===== src/include/iarc_pkg.sv =====
// Package for the auxiliary receive configuration block.
// Assumes one clock domain and an 8-bit auxiliary mode port write strobe.
package iarc_pkg;
    localparam logic [2:0] CODE_RECV_CFG = 3'h4;
    localparam logic [2:0] CODE_STAT_CFG = 3'h5;
    localparam logic [11:0] AUX_MODE_PORT_OFFSET = 12'h11B;
    localparam logic [4:0] CFG_RESET = 5'h00;
    localparam int CODE_HI = 7;
    localparam int CODE_LO = 5;
    localparam int CMD_HI = 4;
    localparam int CMD_LO = 0;
    localparam int HOLD_HI = 1;
    localparam int HOLD_LO = 0;
    localparam int BIT_FULL_BYTE = 4;
    localparam int BIT_END_WITH_EOS = 3;
    localparam int BIT_END_ON_EOS = 2;
    localparam int BIT_STAT_SRC = 4;
    localparam int BIT_IRQ_FLIP = 3;
    localparam logic [7:0] MASK_7BIT = 8'h7F;
    localparam logic [7:0] MASK_8BIT = 8'hFF;

    typedef enum logic [1:0] {
        IARC_MODE_NORMAL = 2'b00,
        IARC_MODE_HOLD_ALL = 2'b01,
        IARC_MODE_HOLD_END = 2'b10,
        IARC_MODE_CONT = 2'b11
    } iarc_mode_t;

    typedef enum logic [1:0] {
        IARC_ST_READY = 2'b00,
        IARC_ST_WAIT_READ = 2'b01,
        IARC_ST_HOLDOFF = 2'b10
    } iarc_state_t;

    typedef struct packed {
        logic end_flag;
        logic [7:0] data;
    } iarc_rx_word_t;
endpackage


===== src/iarc_fifo.sv =====
// Small synchronous FIFO for received bytes.
// Assumes both sides run on clk; depth is a power of two.
`timescale 1ns/10ps
module iarc_fifo #(
    parameter int WIDTH = 9,
    parameter int DEPTH = 8
) (
    input wire logic clk,
    input wire logic reset,
    input wire logic in_valid,
    output logic in_ready,
    input wire logic [WIDTH-1:0] in_data,
    output logic out_valid,
    input wire logic out_ready,
    output logic [WIDTH-1:0] out_data
);
    localparam int AW = $clog2(DEPTH);
    // Pointers carry one extra wrap bit, so the depth must be a power of two.
    if (DEPTH < 2 || (1 << AW) != DEPTH || WIDTH < 1) begin
        $error("iarc_fifo: bad WIDTH or DEPTH");
    end
    logic [WIDTH-1:0] mem [DEPTH];
    logic [AW:0] wr_reg, wr_next, rd_reg, rd_next;
    logic push, pop;
    always_comb begin
        in_ready = (wr_reg - rd_reg) != (AW+1)'(DEPTH);
        out_valid = wr_reg != rd_reg;
        push = in_valid && in_ready;
        pop = out_valid && out_ready;
        wr_next = push ? wr_reg + 1'b1 : wr_reg;
        rd_next = pop ? rd_reg + 1'b1 : rd_reg;
        out_data = mem[rd_reg[AW-1:0]];
    end
    always_ff @(posedge clk) begin
        if (reset) begin
            wr_reg <= '0;
            rd_reg <= '0;
        end else begin
            wr_reg <= wr_next;
            rd_reg <= rd_next;
        end
    end
    always_ff @(posedge clk) begin
        if (push) begin
            mem[wr_reg[AW-1:0]] <= in_data;
        end
    end
endmodule


===== src/iarc_top.sv =====
// Auxiliary receive and status configuration with the receive handshake.
// Assumes the host writes the auxiliary mode port with a one-cycle strobe
// and that the bus-side acceptor logic reports bytes on clk.
// What this block does
// - Code 100 writes store the low five bits into receive config.
// - Code 101 writes store the low five bits into status config.
// - Full-byte bit chooses 8-bit, else 7-bit, end-of-string comparison.
// - Talking with end-with-EOS set, EOI goes out with matching bytes.
// - Listening with end-on-EOS set, a matching byte sets END flag.
// - Holdoff bits pick normal, hold all, hold on end, or continuous.
// - Normal mode: reading the byte gives ready and raises RFD.
// - Hold-all mode: RFD stays false after each byte until finish.
// - Hold-on-end mode holds only at END or enabled EOS; finish releases.
// - Continuous mode gives ready automatically until end, then holds.
// - Continuous mode never sets the data-in flag.
// - Status-source bit picks service request state or parallel poll flag.
// - Parallel poll flag changes only by set and clear commands.
// - Polarity bit clear gives active-high interrupt pin, set active-low.
// - Both configs are write-only, reached only via the mode port.
`timescale 1ns/10ps
module iarc_top #(
    parameter int FIFO_DEPTH = 8
) (
    input wire logic clk,
    input wire logic reset,
    input wire logic aux_mode_wr,
    input wire logic [7:0] aux_mode_data,
    input wire logic finish_handshake,
    input wire logic set_pp_flag,
    input wire logic clear_pp_flag,
    input wire logic [7:0] eos_char_reg,
    input wire logic talker_active_state,
    input wire logic listener_active_state,
    input wire logic service_request_state,
    input wire logic [7:0] byte_out_reg,
    input wire logic rx_valid,
    input wire logic [7:0] rx_data,
    input wire logic rx_end,
    output logic rx_ready,
    output logic rfd,
    output logic rdy_msg,
    output logic [7:0] read_data,
    output logic read_valid,
    input wire logic read_strobe,
    output logic data_in_flag,
    output logic end_flag,
    input wire logic clear_data_in,
    input wire logic clear_end,
    output logic eoi_out,
    output logic ist,
    input wire logic irq_in,
    output logic int_pin
);
    if (FIFO_DEPTH != 8) begin
        $error("iarc_top: FIFO_DEPTH must be 8");
    end

    logic [4:0] recv_cfg_reg, recv_cfg_next;
    logic [4:0] stat_cfg_reg, stat_cfg_next;
    logic pp_flag_reg, pp_flag_next;
    logic di_reg, di_next, end_reg, end_next;
    logic eoi_reg, eoi_next;
    logic ist_reg, ist_next, int_reg, int_next;
    iarc_pkg::iarc_state_t st_reg, st_next;
    iarc_pkg::iarc_mode_t mode;
    iarc_pkg::iarc_rx_word_t f_in, f_out;
    logic f_in_ready, f_out_valid, f_out_ready;
    logic [7:0] rd_reg, rd_next;
    logic rv_reg, rv_next;
    logic rx_take, eos_hit, block_end;

    function automatic logic eos_match(input logic [7:0] a,
                                       input logic [7:0] b,
                                       input logic full);
        logic [7:0] m;
        m = full ? iarc_pkg::MASK_8BIT : iarc_pkg::MASK_7BIT;
        return (a & m) == (b & m);
    endfunction

    // write-only decode through the mode port alone.
    always_comb begin
        recv_cfg_next = recv_cfg_reg;
        stat_cfg_next = stat_cfg_reg;
        if (aux_mode_wr) begin
            if (aux_mode_data[iarc_pkg::CODE_HI:iarc_pkg::CODE_LO] ==
                iarc_pkg::CODE_RECV_CFG) begin
                recv_cfg_next =
                    aux_mode_data[iarc_pkg::CMD_HI:iarc_pkg::CMD_LO];
            end
            if (aux_mode_data[iarc_pkg::CODE_HI:iarc_pkg::CODE_LO] ==
                iarc_pkg::CODE_STAT_CFG) begin
                stat_cfg_next =
                    aux_mode_data[iarc_pkg::CMD_HI:iarc_pkg::CMD_LO];
            end
        end
    end

    assign mode = iarc_pkg::iarc_mode_t'(
        recv_cfg_reg[iarc_pkg::HOLD_HI:iarc_pkg::HOLD_LO]);

    always_comb begin
        f_in.data = rx_data;
        f_in.end_flag = rx_end;
    end
    assign rx_ready = f_in_ready && st_reg == iarc_pkg::IARC_ST_READY;
    assign rx_take = rx_valid && rx_ready && listener_active_state;
    assign eos_hit = eos_match(rx_data, eos_char_reg,
                               recv_cfg_reg[iarc_pkg::BIT_FULL_BYTE]);
    assign block_end = rx_end ||
        (eos_hit && recv_cfg_reg[iarc_pkg::BIT_END_ON_EOS]);

    iarc_fifo #(
        .WIDTH($bits(iarc_pkg::iarc_rx_word_t)),
        .DEPTH(FIFO_DEPTH)
    ) iarc_fifo_i (
        .clk(clk),
        .reset(reset),
        .in_valid(rx_take && mode != iarc_pkg::IARC_MODE_CONT),
        .in_ready(f_in_ready),
        .in_data(f_in),
        .out_valid(f_out_valid),
        .out_ready(f_out_ready),
        .out_data(f_out)
    );
    assign f_out_ready = !rv_reg || read_strobe;

    always_comb begin
        st_next = st_reg;
        case (st_reg)
            iarc_pkg::IARC_ST_READY: begin
                if (rx_take) begin
                    case (mode)
                        iarc_pkg::IARC_MODE_NORMAL:
                            st_next = iarc_pkg::IARC_ST_WAIT_READ;
                        iarc_pkg::IARC_MODE_HOLD_ALL:
                            st_next = iarc_pkg::IARC_ST_HOLDOFF;
                        iarc_pkg::IARC_MODE_HOLD_END:
                            st_next = block_end ?
                                iarc_pkg::IARC_ST_HOLDOFF :
                                iarc_pkg::IARC_ST_WAIT_READ;
                        iarc_pkg::IARC_MODE_CONT:
                            st_next = block_end ?
                                iarc_pkg::IARC_ST_HOLDOFF :
                                iarc_pkg::IARC_ST_READY;
                        default: st_next = iarc_pkg::IARC_ST_READY;
                    endcase
                end
            end
            iarc_pkg::IARC_ST_WAIT_READ: begin
                if (read_strobe && rv_reg) begin
                    st_next = iarc_pkg::IARC_ST_READY;
                end
            end
            iarc_pkg::IARC_ST_HOLDOFF: begin
                if (finish_handshake) begin
                    st_next = iarc_pkg::IARC_ST_READY;
                end
            end
            default: st_next = iarc_pkg::IARC_ST_READY;
        endcase
    end
    assign rfd = st_reg == iarc_pkg::IARC_ST_READY && f_in_ready;
    assign rdy_msg = rfd;

    always_comb begin
        rd_next = rd_reg;
        rv_next = rv_reg;
        if (f_out_valid && f_out_ready) begin
            rd_next = f_out.data;
            rv_next = 1'b1;
        end else if (read_strobe) begin
            rv_next = 1'b0;
        end
        // Set wins over clear so no received byte is lost.
        di_next = clear_data_in ? 1'b0 : di_reg;
        if (rx_take && mode != iarc_pkg::IARC_MODE_CONT) begin
            di_next = 1'b1;
        end
        end_next = clear_end ? 1'b0 : end_reg;
        if (rx_take && (rx_end || (eos_hit &&
            recv_cfg_reg[iarc_pkg::BIT_END_ON_EOS]))) begin
            end_next = 1'b1;
        end
        // EOI with a matching outgoing byte.
        eoi_next = talker_active_state &&
            recv_cfg_reg[iarc_pkg::BIT_END_WITH_EOS] &&
            eos_match(byte_out_reg, eos_char_reg,
                      recv_cfg_reg[iarc_pkg::BIT_FULL_BYTE]);
        // flag moves only by its commands.
        pp_flag_next = pp_flag_reg;
        if (set_pp_flag) begin
            pp_flag_next = 1'b1;
        end else if (clear_pp_flag) begin
            pp_flag_next = 1'b0;
        end
        ist_next = stat_cfg_reg[iarc_pkg::BIT_STAT_SRC] ?
            service_request_state : pp_flag_reg;
        int_next = irq_in ^ stat_cfg_reg[iarc_pkg::BIT_IRQ_FLIP];
    end

    always_ff @(posedge clk) begin
        if (reset) begin
            recv_cfg_reg <= iarc_pkg::CFG_RESET;
            stat_cfg_reg <= iarc_pkg::CFG_RESET;
            pp_flag_reg <= 1'b0;
            di_reg <= 1'b0;
            end_reg <= 1'b0;
            eoi_reg <= 1'b0;
            ist_reg <= 1'b0;
            int_reg <= 1'b0;
            st_reg <= iarc_pkg::IARC_ST_READY;
            rd_reg <= 8'h00;
            rv_reg <= 1'b0;
        end else begin
            recv_cfg_reg <= recv_cfg_next;
            stat_cfg_reg <= stat_cfg_next;
            pp_flag_reg <= pp_flag_next;
            di_reg <= di_next;
            end_reg <= end_next;
            eoi_reg <= eoi_next;
            ist_reg <= ist_next;
            int_reg <= int_next;
            st_reg <= st_next;
            rd_reg <= rd_next;
            rv_reg <= rv_next;
        end
    end

    assign read_data = rd_reg;
    assign read_valid = rv_reg;
    assign data_in_flag = di_reg;
    assign end_flag = end_reg;
    assign eoi_out = eoi_reg;
    assign ist = ist_reg;
    assign int_pin = int_reg;
endmodule

===== config.mk =====
export PLATFORM = sky130hd
export DESIGN_NAME = iarc_top
export DESIGN_NICKNAME = d
export VERILOG_FILES = /design/src/include/iarc_pkg.sv /design/src/iarc_fifo.sv /design/src/iarc_top.sv
export SDC_FILE = /design/constraint.sdc
export NUM_CORES = 1
export LEC_CHECK = 0
export BUFFER_PORTS_ARGS = -buffer_cell sky130_fd_sc_hd__buf_2
export CAP_MARGIN = 20
export CORE_MARGIN = 2
export CORE_UTILIZATION = 56
export DETAILED_ROUTE_END_ITERATION = 10
export MAX_ROUTING_LAYER = met4
export PLACE_DENSITY = 0.79
export SYNTH_ARGS = -nofsm -noshare
export SYNTH_HDL_FRONTEND = slang
export SYNTH_SLANG_ARGS = --single-unit

===== constraint.sdc =====
create_clock -name clk -period 3.4 [get_ports clk]
set_input_delay 0.68 -clock clk [delete_from_list [all_inputs] [get_ports clk]]
set_output_delay 0.68 -clock clk [all_outputs]
set_load 0.01 [all_outputs]

==> After elaboration in Yosys (flattened, before gate mapping) <==
Memories as Yosys holds them, arrays and structs flattened. A register that Yosys moved wholly into a read port is not among the register bits.
Index checks and enable logic that the tools add are counted.
{ "classes": {"order_cmp": 0, "add_sub_neg": 3, "multipliers": 0, "mux": 19, "shift": 0, "reduce_logical": 23, "n_eq_ne": 15, "div": 0, "bitwise": 4} }
{ "ops": {"columns": ["op", "count"], "rows": [
  ["$and 8x8->8", 3],
  ["$eq 8x8->1", 2],
  ["$logic_and 1x1->1", 11],
  ["$mux 1", 11],
  ["$mux 2", 5],
  ["$add 4x1->4 const B", 2],
  ["$mux 8", 1],
  ["$ne 2x2->1 const B", 4],
  ["$pmux 2 s4", 1],
  ["$reduce_bool 2->1", 4],
  ["$eq 2x2->1 const B", 3],
  ["$eq 3x3->1 const B", 2],
  ["$pmux 2 s3", 1],
  ["$eq 2x1->1 const B", 2],
  ["$logic_not 2->1", 2],
  ["$ne 4x4->1", 1],
  ["$ne 4x4->1 const B", 1],
  ["$reduce_and 2->1", 2],
  ["$sub 4x4->4", 1],
  ["$reduce_and 3->1", 1],
  ["$logic_or 1x1->1", 2],
  ["$logic_not 1->1", 1],
  ["$xor 1x1->1", 1]
]} }
{ "totals": {"out_inout_bits": 17, "rom_bits": 0, "word_cells": 77, "mem_count": 1, "regBits": 27, "latch_bits": 0, "ram_bits": 72} }
{ "memory_table": {"columns": ["memory", "depth", "word_bits", "read_ports", "rd_clocked_by_memory_dff", "write_ports", "line_no", "text"], "rows": [
  ["iarc_fifo_i.mem", 8, 9, 1, 1, 1, "iarc_fifo.sv:22", "logic [WIDTH-1:0] mem [DEPTH];"]
]} }

==> Logic depth before layout (Yosys ltp) <==
{ "depth": {"depth_word": 9, "depth_mapped": 10} }

==> Hierarchy <==
From an unflattened synthesis, not the netlist that was laid out.
{ "unflattened": {"hier_cells": 311, "area_unflattened_um2": 4531.8} }
{ "by_module_without_submodules": {"columns": ["mod", "instances", "cells_each", "area_each_um2"], "rows": [
  ["iarc_fifo", 1, 181, 3380.7],
  ["iarc_top", 1, 130, 1151.1]
]} }

==> Worst setup path after synthesis <==
Ideal clock, no wire load.
{ "synth_timing": {"kind": "register -> register", "startpoint": "reg iarc_fifo_i.rd_reg[1]", "endpoint": "mem iarc_fifo_i.mem[1][0] (enable)", "slack_ns": 0.302, "setup_time_ns": 0.380, "arrival_time_ns": 2.719, "stages_incl_launch_ff": 11, "synth_period_minus_slack_ns": 3.098, "n_path_buf": 3, "required_ns": 3.020, "cell_sequence": "dfxtp_1 > clkbuf_1 > buf_2 > inv_1 > ha_1 > and2_1 > a311oi_2 > o21ai_2 > nor3b_2 > buf_2 > nor4b_2"} }
{ "synth_via": {"elab_chain_len": 9} }
{ "synth_lines": {"columns": ["item", "line_no", "text"], "rows": [
  ["start, declared", "iarc_fifo.sv:23", "logic [AW:0] wr_reg, wr_next, rd_reg, rd_next;"],
  ["start signal, assigned", "iarc_fifo.sv:40", "rd_reg <= rd_next;"],
  ["$sub 4x4->4 *", "iarc_fifo.sv:26", "in_ready = (wr_reg - rd_reg) != (AW+1)'(DEPTH);"],
  ["$ne 4x4->1 *", "iarc_fifo.sv:26", null],
  ["$logic_and 1x1->1", "iarc_top.sv:105", "assign rx_ready = f_in_ready && st_reg == iarc_pkg::IARC_ST_READY;"],
  ["$logic_and 1x1->1 (2 in series)", "iarc_top.sv:106", "assign rx_take = rx_valid && rx_ready && listener_active_state;"],
  ["$logic_and 1x1->1", "iarc_top.sv:118", ".in_valid(rx_take && mode != iarc_pkg::IARC_MODE_CONT),"],
  ["$logic_and 1x1->1 *", "iarc_fifo.sv:28", "push = in_valid && in_ready;"],
  ["$mux 1 *", "iarc_fifo.sv:44", "if (push) begin"],
  ["$mux 1 (not written as such) *", "iarc_fifo.sv:45", "mem[wr_reg[AW-1:0]] <= in_data;"],
  ["end, declared", "iarc_fifo.sv:22", null]
]} }
Every way passes the cells marked *; elsewhere a longest branch is shown, timed or not.

==> Worst setup path after layout <==
{ "layout_timing": {"startpoint": "reg iarc_fifo_i.rd_reg[2]", "endpoint": "out rdy_msg"} }
{ "layout_via": {"elab_chain_len": 3} }
{ "layout_lines": {"columns": ["item", "line_no", "text"], "rows": [
  ["$sub 4x4->4", "iarc_fifo.sv:26", null],
  ["$ne 4x4->1", "iarc_fifo.sv:26", null],
  ["$logic_and 1x1->1", "iarc_top.sv:162", "assign rfd = st_reg == iarc_pkg::IARC_ST_READY && f_in_ready;"],
  ["end, declared", "iarc_top.sv:41", "output logic rdy_msg,"]
]} }
Every way passes these cells.

==> flow_summary.ini <==
[global_route]
grt_usage = 0.236
gr-total-overflow = 0
grt_pass1_vias = 2379
grt_max_degree = 38
grt_antenna_before_repair = 0
grt_pass1_wl_mm = 12.8

[timing]
worst_pin_slew_ns = 0.821
rsz0062_at_grt = false
hold_slack_ns = 0.477
period_needed_ns = 3.14
fin_crit_sh = 0.925
slew_viol_final = 0
finalSetupTns_ns = 0
maxSlewHeadroom = 0.451
finClkSkew_ns = 0.0118
fmax_mhz = 318
setup_violations = 0
hold_violations = 0

[place]
placed_area_um2 = 4470
gp_congestion = 0.873
port_buffers = 63
dp_cells = 441
hpwl_mm = 5.94

[route]
routed_wl_mm = 8.28
vias = 2525
ant_nets = 0
wl_per_cell_um = 18.1
drc = 0
drt_iter0_markers = 187
drt-pass1-iter-count = 4
vias_per_cell = 5.53

[pwr]
vdd.ir_drop.worst_uv = 245
cellInternalPower_mw = 2.23
switching_share = 0.263
comb_power_share = 0.240
net-switching-power_mw = 0.793
power.density_nw_per_um2 = 639
clock_power_share = 0.310
leakagePower_nw = 1.71
seqPwrFrac = 0.451

[floorplan]
pin_count = 64
die-height_um = 89.1
die_w_um = 89.1
start_util = 0.568
std_cell_rows = 31
core_area_um2 = 7140
die_area_um2 = 7940

[clocking]
cts_setup_buffers = 0
cts_hold_buf = 0
cts_tree = built
cts_made_buffers = 9
clock_sinks = 96
cts_resized = 0
clk_path_buf_depth = 2
clock_latency_ns = 0.36
path_clk_slew_ns = 0.09
cts.htree.levels = 3
cts-root-buf = clkbuf_8

[setup_path]
worstPathCellList = inv_2, ha_1, nor4b_1, a311oi_2, o21ai_2, inv_1, buf_2
end_kind = primary output
cp.required_ns = 2.72
path_class = reg -> out
crit_slowest_cell = dfxtp_1
cp_data_arrival_time_ns = 2.46
slowest_delay_ns = 0.54
crit_fanout = 10
cp-start-kind = flip-flop

[min_path]
hp-class = reg -> reg

[outcome]
outcome = finished clean

[final_layout]
drive_gt1_frac = 0.304
stdcell_count = 457
fillers = 540
diodes = 0
multi_input_comb_area_um2 = 1390
fin_area_um2 = 4730
fin_util = 0.662
area_growth_pct = 16.6
seqCellArea_um2 = 2560
largest_reg_flops = 64
nets = 405

[synth]
synth_area_leaders = edfxtp_1 47%, dfxtp_1 16%, mux4_2 8.9%
yosysUniqueCellTypes = 46
yosys.area.top_type = edfxtp_1
mappedNetlistArea_um2 = 4050
synth.avg_cell_area_um2 = 14.0
async_reset_ff_frac = 0
syn_nets = 341
yosysWarnings = 0
synthDominantCellAreaShare = 0.474
ys_ff_latch = 96
syn_inst = 289
synth-edff-count = 64
ys.flop_type = edfxtp_1
yosysSeqAreaShare = 0.632

[run]
maxCapViolCount = 0
[metrics by stage]
stage                     worst slack, ns  total power [mW]
after floorplan                     0.302              1.91
after global placement              0.777              2.09
after CTS                           0.256              3.04
after global routing               0.0168              3.17
final                               0.257              3.02
after detailed placement            0.620              2.11
[kinds of logic (layout without fill, tap and decap cells)]
kind of cell / after synthesis / after routing / synth area share
AO/OA/AOI/OAI: 28 / 28 / 0.0528
XOR/XNOR: 22 / 22 / 0.0475
adder cells (fa/ha/maj): 5 / 5 / 0.0154
buffers and inverters: 24 / 93 / 0.0262
flip-flops: 96 / 96 / 0.632
multiplexers: 25 / 25 / 0.112
AND/OR/NAND/NOR: 89 / 89 / 0.114
[cell usage in the layout (no fill, tap or decap), types with 2 or more instances in the layout]
cell and count:
a211oi_1 2, a21oi_1 8, a311oi_1 8, and4_1 2, and4b_1 3, buf_2 63
buf_4 6, bufinv_16 4, clkbuf_8 9, dfxtp_1 32, edfxtp_1 64, ha_1 5
inv_1 7, mux2_2 2, mux2i_1 7, mux4_2 16, nand2_1 26, nand2b_1 4
nand4_1 4, nor2_1 30, nor2b_1 3, nor3_1 3, nor4bb_1 2, o31ai_1 2
o41ai_1 2, xnor2_1 18, xor2_1 4
[worst max-delay path: cells and delay by family (launching register included)]
family          cells  cell delay (ns)
flops               1             0.54
simple gates        1             0.41
compound gates      2             0.32
buf+inv             3             0.43
fa+ha+maj           1             0.40
[cells in the mapped netlist (5+ instances only)]
cell and number:
a21oi_1 8, a311oi_1 8, clkbuf_1 8, dfxtp_1 32, edfxtp_1 64, ha_1 5
inv_1 7, mux2i_1 7, mux4_2 16, nand2_1 26, nor2_1 30, xnor2_1 18
[power by group through the flow]
stage / clock network, mW / registers (mW) / logic (mW)
2_1_floorplan: 0 / 1.41 / 0.505
3_3_place_gp: 0 / 1.38 / 0.709
3_5_place_dp: 0 / 1.39 / 0.725
4_1_cts: 0.943 / 1.36 / 0.732
5_1_grt: 0.993 / 1.37 / 0.801
6_report: 0.935 / 1.36 / 0.723
[layer usage]
metal  share of wire  GRT usage  vias up
met5               0          -        -
met4           0.031      0.117        0
met3           0.069     0.0332       18
met2            0.46      0.335      102
met1            0.44      0.336     1200
li1                -          -     1205
[final timing paths]
kind	from	end	slack, ns	depth (start not counted)
setup / recovery	iarc_fifo_i.rd_reg[2]	rdy_msg	0.26	7
hold / removal	recv_cfg_reg[4]	eoi_out	0.48	1
setup reg to reg	iarc_fifo_i.rd_reg[2]	iarc_fifo_i.mem[3][4]	0.57	8
hold reg to reg	recv_cfg_reg[4]	eoi_out	0.48	1
[area by class of cell]
class,count,area share
sequential,96,0.542
multi-input combinational,169,0.294
timing repair buffer,69,0.0762
clock inverter,6,0.0278
clock buffer,10,0.0270
tap,99,0.0262
inverter,8,0.00635
(Power assumes the default switching activity.)
